<file path="src/rtl/adc_seq_pkg.sv">
// shared constants for the converter sequencer: register map, fields, codes, counts
// assumes a 32-bit apb slave with 12-bit byte addresses, one clock domain
package adc_seq_pkg;

  localparam int ADDR_W = 12;

  // register byte offsets
  localparam logic [ADDR_W-1:0] STATUS_CTRL_OFS = 12'h000;
  localparam logic [ADDR_W-1:0] RESULT_OFS = 12'h004;
  localparam logic [ADDR_W-1:0] CLK_DIV_OFS = 12'h008;

  // conversion_status_control fields
  localparam int DONE_BIT = 7;
  localparam int IRQ_EN_BIT = 6;
  localparam int CONT_BIT = 5;
  localparam int SEL_MSB = 4;
  localparam int SEL_LSB = 0;

  // conversion_clock_divider field
  localparam int DIV_MSB = 7;
  localparam int DIV_LSB = 5;

  // values after reset
  localparam logic [4:0] SEL_RESET = 5'h1f;
  localparam logic [2:0] DIV_RESET = 3'h0;
  localparam logic [7:0] RESULT_RESET = 8'h00;

  // input_select codes
  localparam logic [4:0] SEL_LAST_PIN = 5'h03;
  localparam logic [4:0] SEL_RESERVED = 5'h1b;
  localparam logic [4:0] SEL_HIGH_REF = 5'h1d;
  localparam logic [4:0] SEL_LOW_REF = 5'h1e;
  localparam logic [4:0] SEL_POWER_OFF = 5'h1f;

  // conversion sequence, in converter clock steps
  localparam logic [3:0] STEP_SAMPLE = 4'h0;
  localparam logic [3:0] STEP_FIRST_BIT = 4'h1;
  localparam logic [3:0] STEP_LAST_BIT = 4'h8;
  localparam logic [3:0] STEP_LAST = 4'hf;
  localparam logic [7:0] TRIAL_START = 8'h80;
  localparam logic [2:0] BIT_MSB = 3'h7;

  // bus cycles the comparator answer needs through its synchroniser
  localparam logic [1:0] SETTLE_CYCLES = 2'h3;

  // prescaler terminal counts (ratio minus one)
  localparam logic [3:0] DIV1_LAST = 4'h0;
  localparam logic [3:0] DIV2_LAST = 4'h1;
  localparam logic [3:0] DIV4_LAST = 4'h3;
  localparam logic [3:0] DIV8_LAST = 4'h7;
  localparam logic [3:0] DIV16_LAST = 4'hf;

  typedef enum logic [1:0] {
    ST_IDLE = 2'b00,
    ST_RUN = 2'b01,
    ST_HALT = 2'b10
  } conv_state_t;

endpackage

</file>
<file path="src/rtl/conv_clock_prescaler.sv">
// converter clock prescaler: one-cycle tick every 1, 2, 4, 8 or 16 bus clocks
// assumes divide_select comes from a register on the same clock
module conv_clock_prescaler
  import adc_seq_pkg::*;
(
  input wire logic sys_clk, // bus clock
  input wire logic resetn, // async reset, active low
  input wire logic run, // count only while converter is powered
  input wire logic [2:0] divide_select, // clock_divide_select field
  output logic tick // converter clock rising edge, one cycle
);

  typedef struct packed {
    logic [3:0] count;
  } presc_t;

  presc_t s_q;
  presc_t s_d;
  logic [3:0] last;

  function automatic logic [3:0] last_count(input logic [2:0] sel);
    logic [3:0] r;
    r = DIV16_LAST;
    if (!sel[2]) begin
      case (sel[1:0])
        2'b00: r = DIV1_LAST;
        2'b01: r = DIV2_LAST;
        2'b10: r = DIV4_LAST;
        default: r = DIV8_LAST;
      endcase
    end
    return r;
  endfunction

  always_comb begin
    last = last_count(divide_select);
    s_d = s_q;
    tick = run && (s_q.count >= last);
    if (!run || tick) begin
      s_d.count = 4'h0;
    end else begin
      s_d.count = s_q.count + 4'h1;
    end
  end

  always_ff @(posedge sys_clk or negedge resetn) begin
    if (!resetn) begin
      s_q <= '0;
    end else begin
      s_q <= s_d;
    end
  end

endmodule

</file>
<file path="src/rtl/adc_sequencer_control.sv">
// control logic of an 8-bit four-channel successive-approximation converter
// assumes an apb master on sys_clk, an analog comparator and dac outside,
// and power-mode levels from the core on the same clock
// Function
// - irq enable set: raise interrupt request at every conversion end; reset clears enable
// - irq enable set: done flag never set, always reads zero
// - irq disabled: done set at conversion end, held until result read; reset clears
// - pending interrupt clears on result read or status/control write
// - keeps converting in wait mode; enabled interrupt wakes the processor
// - stop mode aborts conversion and idles; conversions resume after stop
// - continuous bit repeats conversions, else one; reset clears it
// - select codes 0 to 3 route external channels 0 to 3
// - all-ones select powers converter off; reset loads all ones
// - unused or reserved select codes give an undefined result
// - codes 11101 and 11110 connect high and low reference nodes
// - first conversion after power-off is a settling cycle, no result
// - one 8-bit result register updated at each conversion end
// - prescaler divides by 1, 2, 4, 8, or 16 when top bit set
// - conversion is sixteen converter clocks, starting first edge after write; at divide by 1 and 2 the comparator wait stretches each bit
// - continuous mode overwrites the result whether read or not
//
// Decided for this implementation: the APB slave port and the register offsets.
module adc_sequencer_control
  import adc_seq_pkg::*;
(
  input wire logic sys_clk, // bus clock, 40 MHz
  input wire logic resetn, // async reset, active low
  input wire logic [adc_seq_pkg::ADDR_W-1:0] paddr, // apb byte address
  input wire logic psel, // apb select
  input wire logic penable, // apb access phase
  input wire logic pwrite, // apb write
  input wire logic [31:0] pwdata, // apb write data
  output logic [31:0] prdata, // apb read data
  output logic pready, // apb ready
  output logic pslverr, // apb error on unmapped address
  input wire logic wait_mode, // core is in wait mode
  input wire logic stop_mode, // core is in stop mode
  input wire logic comp_above, // comparator: input at or above dac level
  output logic [1:0] analog_channel, // external channel number
  output logic channel_enable, // an external channel is routed
  output logic analog_high_reference, // route high reference node
  output logic analog_low_reference, // route low reference node
  output logic converter_power, // analog converter powered
  output logic sample_hold, // sampling analog_sample_input
  output logic [7:0] dac_trial, // successive-approximation trial code
  output logic conv_irq, // conversion interrupt request, level
  output logic wake_request // wakeup from wait mode
);

  typedef struct packed {
    conv_state_t state;
    logic [3:0] step;
    logic [2:0] bit_idx;
    logic [7:0] trial;
    logic [7:0] result;
    logic [1:0] settle;
    logic irq_en;
    logic cont;
    logic [4:0] sel;
    logic [2:0] div;
    logic done;
    logic irq;
    logic warm;
    logic start_pend;
    logic resume;
    logic [1:0] comp_sync;
    logic [31:0] rdata;
    logic slverr;
  } seq_t;

  seq_t s_q;
  seq_t s_d;
  logic tick;
  logic wr_acc;
  logic rd_acc;
  logic setup;
  logic wr_ctrl;
  logic rd_result;
  logic powered;
  logic finish;
  logic comp_now;

  function automatic logic addr_mapped(input logic [ADDR_W-1:0] a);
    return (a == STATUS_CTRL_OFS) || (a == RESULT_OFS) || (a == CLK_DIV_OFS);
  endfunction

  function automatic logic [31:0] read_word(input seq_t s, input logic [ADDR_W-1:0] a);
    logic [31:0] w;
    w = 32'h0000_0000;
    if (a == STATUS_CTRL_OFS) begin
      // the flag is hidden while interrupts are enabled
      w[DONE_BIT] = s.done && !s.irq_en;
      w[IRQ_EN_BIT] = s.irq_en;
      w[CONT_BIT] = s.cont;
      w[SEL_MSB:SEL_LSB] = s.sel;
    end else if (a == RESULT_OFS) begin
      w[7:0] = s.result;
    end else if (a == CLK_DIV_OFS) begin
      w[DIV_MSB:DIV_LSB] = s.div;
    end
    return w;
  endfunction

  conv_clock_prescaler u_prescaler (
    .sys_clk(sys_clk),
    .resetn(resetn),
    .run(powered),
    .divide_select(s_q.div),
    .tick(tick)
  );

  // no wait state: read data is taken in the setup cycle
  assign setup = psel && !penable;
  assign pready = psel && penable;
  assign wr_acc = pready && pwrite && addr_mapped(paddr);
  assign rd_acc = pready && !pwrite && addr_mapped(paddr);
  assign wr_ctrl = wr_acc && (paddr == STATUS_CTRL_OFS);
  assign rd_result = rd_acc && (paddr == RESULT_OFS);
  assign prdata = s_q.rdata;
  assign pslverr = pready && s_q.slverr;

  assign powered = (s_q.sel != SEL_POWER_OFF) && !stop_mode;
  assign comp_now = s_q.comp_sync[1];

  always_comb begin
    s_d = s_q;
    finish = 1'b0;

    // two-stage synchroniser for the asynchronous comparator
    s_d.comp_sync = {s_q.comp_sync[0], comp_above};

    if (setup) begin
      s_d.rdata = read_word(s_q, paddr);
      s_d.slverr = !addr_mapped(paddr);
    end

    if (s_q.settle != 2'h0) begin
      s_d.settle = s_q.settle - 2'h1;
    end

    // conversion sequencer
    case (s_q.state)
      ST_IDLE: begin
        if (stop_mode) begin
          s_d.state = ST_HALT;
        end else if (s_q.start_pend && tick) begin
          s_d.state = ST_RUN;
          s_d.start_pend = 1'b0;
          s_d.step = STEP_SAMPLE;
        end
      end
      ST_RUN: begin
        if (stop_mode) begin
          // cut conversion is rerun once the core leaves stop
          s_d.state = ST_HALT;
          s_d.resume = 1'b1;
        end else if (!powered) begin
          s_d.state = ST_IDLE;
        end else if (tick && (s_q.settle == 2'h0)) begin
          if (s_q.step == STEP_SAMPLE) begin
            s_d.trial = TRIAL_START;
            s_d.bit_idx = BIT_MSB;
            s_d.settle = SETTLE_CYCLES;
          end else if (s_q.step <= STEP_LAST_BIT) begin
            // keep the trial bit only if the input is at or above it
            s_d.trial[s_q.bit_idx] = comp_now;
            if (s_q.bit_idx != 3'h0) begin
              s_d.trial[s_q.bit_idx - 3'h1] = 1'b1;
              s_d.bit_idx = s_q.bit_idx - 3'h1;
              s_d.settle = SETTLE_CYCLES;
            end
          end
          if (s_q.step == STEP_LAST) begin
            s_d.state = ST_IDLE;
            if (s_q.warm) begin
              // settling run after power-up: discard and go again
              s_d.warm = 1'b0;
              s_d.start_pend = 1'b1;
            end else begin
              finish = 1'b1;
              s_d.start_pend = s_q.cont;
            end
          end else begin
            s_d.step = s_q.step + 4'h1;
          end
        end
      end
      ST_HALT: begin
        if (!stop_mode) begin
          s_d.state = ST_IDLE;
          s_d.start_pend = s_q.resume || s_q.cont || s_q.start_pend;
          s_d.resume = 1'b0;
        end
      end
      default: begin
        s_d.state = ST_IDLE;
      end
    endcase

    // power-off aborts any run and arms the settling cycle
    if (s_q.sel == SEL_POWER_OFF) begin
      s_d.warm = 1'b1;
    end

    // register writes
    if (wr_ctrl) begin
      s_d.irq_en = pwdata[IRQ_EN_BIT];
      s_d.cont = pwdata[CONT_BIT];
      s_d.sel = pwdata[SEL_MSB:SEL_LSB];
      // a write restarts the sequence on the next converter edge unless it selects power-off
      if (pwdata[SEL_MSB:SEL_LSB] != SEL_POWER_OFF) begin
        s_d.start_pend = 1'b1;
      end else begin
        s_d.start_pend = 1'b0;
      end
      if (s_q.state == ST_RUN) begin
        s_d.state = ST_IDLE;
      end else if (s_q.state == ST_HALT) begin
        s_d.resume = 1'b0;
        s_d.state = ST_HALT;
      end
    end
    if (wr_acc && (paddr == CLK_DIV_OFS)) begin
      s_d.div = pwdata[DIV_MSB:DIV_LSB];
    end

    // clears first, so that a completion in the same cycle wins
    if (wr_ctrl || rd_result) begin
      s_d.irq = 1'b0;
    end
    if (rd_result) begin
      s_d.done = 1'b0;
    end
    if (finish) begin
      s_d.result = s_q.trial;
      if (s_q.irq_en) begin
        s_d.irq = 1'b1;
      end else begin
        s_d.done = 1'b1;
      end
    end
  end

  always_ff @(posedge sys_clk or negedge resetn) begin
    if (!resetn) begin
      s_q.state <= ST_IDLE;
      s_q.step <= STEP_SAMPLE;
      s_q.bit_idx <= BIT_MSB;
      s_q.trial <= RESULT_RESET;
      s_q.result <= RESULT_RESET;
      s_q.settle <= 2'h0;
      s_q.irq_en <= 1'b0;
      s_q.cont <= 1'b0;
      s_q.sel <= SEL_RESET;
      s_q.div <= DIV_RESET;
      s_q.done <= 1'b0;
      s_q.irq <= 1'b0;
      s_q.warm <= 1'b1;
      s_q.start_pend <= 1'b0;
      s_q.resume <= 1'b0;
      s_q.comp_sync <= 2'b00;
      s_q.rdata <= 32'h0000_0000;
      s_q.slverr <= 1'b0;
    end else begin
      s_q <= s_d;
    end
  end

  // analog routing, decoded from the select register
  always_comb begin
    analog_channel = s_q.sel[1:0];
    channel_enable = (s_q.sel <= SEL_LAST_PIN);
    analog_high_reference = (s_q.sel == SEL_HIGH_REF);
    analog_low_reference = (s_q.sel == SEL_LOW_REF);
    // unused and reserved codes route nothing; the result is then meaningless
    if (s_q.sel == SEL_RESERVED) begin
      channel_enable = 1'b0;
    end
  end

  assign converter_power = powered;
  assign sample_hold = (s_q.state == ST_RUN) && (s_q.step == STEP_SAMPLE);
  assign dac_trial = s_q.trial;
  assign conv_irq = s_q.irq;
  // wait mode gates nothing in the sequencer, only the wakeup
  assign wake_request = s_q.irq && wait_mode;

endmodule

</file>
<file path="config.mk">
export PLATFORM = sky130hd
export DESIGN_NAME = adc_sequencer_control
export DESIGN_NICKNAME = d
export VERILOG_FILES = /design/src/rtl/adc_seq_pkg.sv /design/src/rtl/conv_clock_prescaler.sv /design/src/rtl/adc_sequencer_control.sv
export SDC_FILE = /design/constraint.sdc
export NUM_CORES = 1
export LEC_CHECK = 0
export BUFFER_PORTS_ARGS = -buffer_cell sky130_fd_sc_hd__buf_4
export CORE_MARGIN = 2
export CORE_UTILIZATION = 35
export CTS_BUF_LIST = sky130_fd_sc_hd__clkbuf_4 sky130_fd_sc_hd__clkbuf_8
export CTS_CLUSTER_DIAMETER = 80
export DETAILED_ROUTE_END_ITERATION = 8
export MAX_ROUTING_LAYER = met4
export REMOVE_ABC_BUFFERS = 1
export SETUP_SLACK_MARGIN = 0.4
export SYNTH_ARGS = -nofsm -noshare
export SYNTH_HDL_FRONTEND = slang
export SYNTH_SLANG_ARGS = --single-unit
</file>
<file path="constraint.sdc">
create_clock -name sys_clk -period 5.3 [get_ports sys_clk]
set_clock_uncertainty 0.2 [all_clocks]
set_input_delay 0.795 -clock sys_clk [delete_from_list [all_inputs] [get_ports sys_clk]]
set_output_delay 0.795 -clock sys_clk [all_outputs]
set_load 0.05 [all_outputs]
</file>
==> impl_metrics.env <==
export IMPL_clk_pin_slew_ns=0.07
export IMPL_post_route_cell_area_sq_um=4110
export IMPL_post_syn_area_sq_um=3610
export IMPL_wl_per_cell_um=14.6
export IMPL_cts_sinks=57
export IMPL_dr_first_iter_drc_count=113
export IMPL_grt_start_max_net_pins=58
export IMPL_cts_resized_gates=0
export IMPL_timing_final_setup_violations=0
export IMPL_whs_ns=0.156
export IMPL_required_worst_endpoint_ns=5.31
export IMPL_power_density_nw_per_um2=259
export IMPL_synthesis_area_per_instance_sq_um=9.54
export IMPL_hold_violations=0
export IMPL_dieWidth_um=106
export IMPL_report_final_slew_viol_count=0
export IMPL_tritoncts="done"
export IMPL_cts_max_path_buffers=2
export IMPL_dp_hpwl_um=5680
export IMPL_first_global_vias=2768
export IMPL_gp_congestion=0.877
export IMPL_detailroute_via_count=2831
export IMPL_final_layout_size_suffix_gt1_share_pct=24.9
export IMPL_synth_edf_count=0
export IMPL_mostFrequentLayoutCell="buf_4"
export IMPL_clock_latency_ns=0.33
export IMPL_fmax_ghz=0.328
export IMPL_grt_remaining_overflow=0
export IMPL_final_cell_mix="54 x buf_4, 48 x dfrtp_1, 28 x nand2_1"
export IMPL_yosysWarningCount=0
export IMPL_routed_wirelength_um=8010
export IMPL_worstSetupStartpointType="flop"
export IMPL_finish_cell_count_without_fillers=549
export IMPL_clk_root_buffer_cell="clkbuf_8"
export IMPL_fp_dieH_um=106
export IMPL_syn_to_final_growth_pct=14.0
export IMPL_netlist_cell_type_count=53
export IMPL_critPathArrivalTime_ns=3.06
export IMPL_worst_setup_path_end_kind="flop"
export IMPL_grt_pass1_wl_um=13500
export IMPL_synth_async_sr_flop_share_pct=100
export IMPL_cts_made_buffers=9
export IMPL_avgViaCountPerCell=5.16
export IMPL_path_max_fanout=10
export IMPL_fin_crit_ns=3.05
export IMPL_dp_cells=533
export IMPL_initial_utilization_pct=35.4
export IMPL_finish_net_count=473
export IMPL_syn_inst=378
export IMPL_tightestPinTransition_ns=0.970
export IMPL_run_status="finished, final reports clean"
export IMPL_max_vdd_ir_drop_mv=0.149
export IMPL_synth_sequential_area_ratio_pct=39.9
export IMPL_cts_repair_timing_setup_buffer_count=0
export IMPL_maxCapViolCount=0
export IMPL_full_die_area_sq_um=11100
export IMPL_cts_htree_levels=3
export IMPL_total_leakage_power_nw=1.87
export IMPL_cts_hold_buffers_added=0
export IMPL_r2r_worst_path_cells=7
export IMPL_worst_setup_path_type="reg -> reg"
export IMPL_io_buffer_count=54
export IMPL_dr_pass1_iters=4
export IMPL_grt_usage_pct=15.3
export IMPL_antenna_cells=0
export IMPL_instance_area_at_placement_sq_um=3890
export IMPL_hold_class="reg -> reg"
export IMPL_postSynthRegisterBits=57
export IMPL_drc=0
export IMPL_core_area_sq_um=10200
export IMPL_floorplan_io_pins=103
export IMPL_ys_dominant_reg_cell="dfrtp_1"
export IMPL_unrepaired_setup_endpoints_after_global_routing="false"
export IMPL_part_of_the_cycle_the_worst_path_needs_pct=57.6
export IMPL_holdPathStages=0
export IMPL_number_of_antenna_violations_at_the_first_check_in_global_routing=0
export IMPL_total_power_mw=1.06
export IMPL_antenna_left=0
export IMPL_timing_max_slew_rel_slack_pct=34.9
export IMPL_rows=37
export IMPL_totalNegativeSetupSlack_ns=0
-- critical path, cell delays in order (launching register included) --
cell,delay [ns]
dfrtp_1,0.44
or3_1,0.39
ha_1,0.27
nand2b_1,0.09
a2111o_1,0.31
nand3_2,0.16
nor4b_4,0.68
mux2_2,0.41
-- where the power goes --
part / leakage (nW) / internal (mW) / total [mW] / switching [mW]
Clock: 0.117 / 0.282 / 0.465 / 0.183
Sequential: 0.734 / 0.441 / 0.450 / 0.00864
Combinational: 1.02 / 0.0467 / 0.149 / 0.103
Total: 1.87 / 0.770 / 1.06 / 0.295
-- cells in the mapped netlist (4+ instances only) --
cell type  number  area (sq um)
a31oi_1         7          43.8
dfstp_2         9           236
a21oi_1        12          60.1
nand4_1        12          75.1
dfrtp_1        48          1200
nor2b_1         4          25.0
nor3_1         10          50.1
mux2_2         19           214
a41oi_1         4          35.0
nor2_1         22          82.6
buf_4          42           315
inv_1          14          52.6
nand3_1        11          55.1
o31ai_1         5          37.5
ha_1           13           163
and2_1          5          31.3
nand2b_1       11          68.8
and3_1          4          25.0
nand2_1        28           105
clkbuf_1       11          41.3
mux2i_1        12           120
o21ai_0        20           100
o2bb2ai_1       7          61.3
-- stage by stage --
stage          worst slack [ns]  util, %
6_report                   2.25     40.4
4_1_cts                    2.21     40.4
5_1_grt                    2.01     40.4
2_1_floorplan              2.28        -
3_3_place_gp               2.18     38.2
3_5_place_dp               2.13     38.2
-- final timing paths --
check | from | to | slack, ns
max | s_q[42]$_DFFE_PN0P_ | s_q[57]$_DFFE_PN0P_ | 2.25
min | s_d[34]$_DFF_PN0_ | comp_now$_DFF_PN0_ | 0.16
max reg2reg | s_q[42]$_DFFE_PN0P_ | s_q[57]$_DFFE_PN0P_ | 2.25
min reg2reg | s_d[34]$_DFF_PN0_ | comp_now$_DFF_PN0_ | 0.16
max in group asynchronous | resetn | s_q[73]$_DFFE_PN0P_ | 4.09
min in group asynchronous | resetn | s_q[75]$_DFF_PN0_ | 0.31
-- sequential cells by signal, summed over array words and instances (netlist names) --
signal / cells
s_d: 1
dac_trial: 8
s_q: 32
u_prescaler.s_q: 4
prdata: 8
comp_now: 1
analog_channel: 2
conv_irq: 1
-- final cells by class --
| type | count | area (sq um) |
|---|---|---|
| Fill cell | 1020 | 6070 |
| Multi-Input combinational cell | 272 | 1820 |
| Sequential cell | 57 | 1440 |
| Timing Repair Buffer | 54 | 405 |
| Tap cell | 136 | 170 |
| Clock buffer | 11 | 145 |
| Clock inverter | 5 | 78.8 |
| Inverter | 14 | 52.6 |
-- per-layer routing --
metal	routed length, um	global-route usage [%]	vias up
li1	-	-	1369
met1	3820	20.5	1363
met2	3660	23.5	84
met3	383	2.66	15
met4	138	5.26	0
met5	0	-	-
-- logic make-up after synthesis --
family,synth area share [%]
XOR/XNOR,0.729
AO/OA/AOI/OAI,14.7
flip-flops,39.9
buffers and inverters,12.0
other,0.104
adder cells (fa/ha/maj),4.51
multiplexers,9.26
AND/OR/NAND/NOR,18.8
Note: power is estimated with default switching activity, not from simulation.
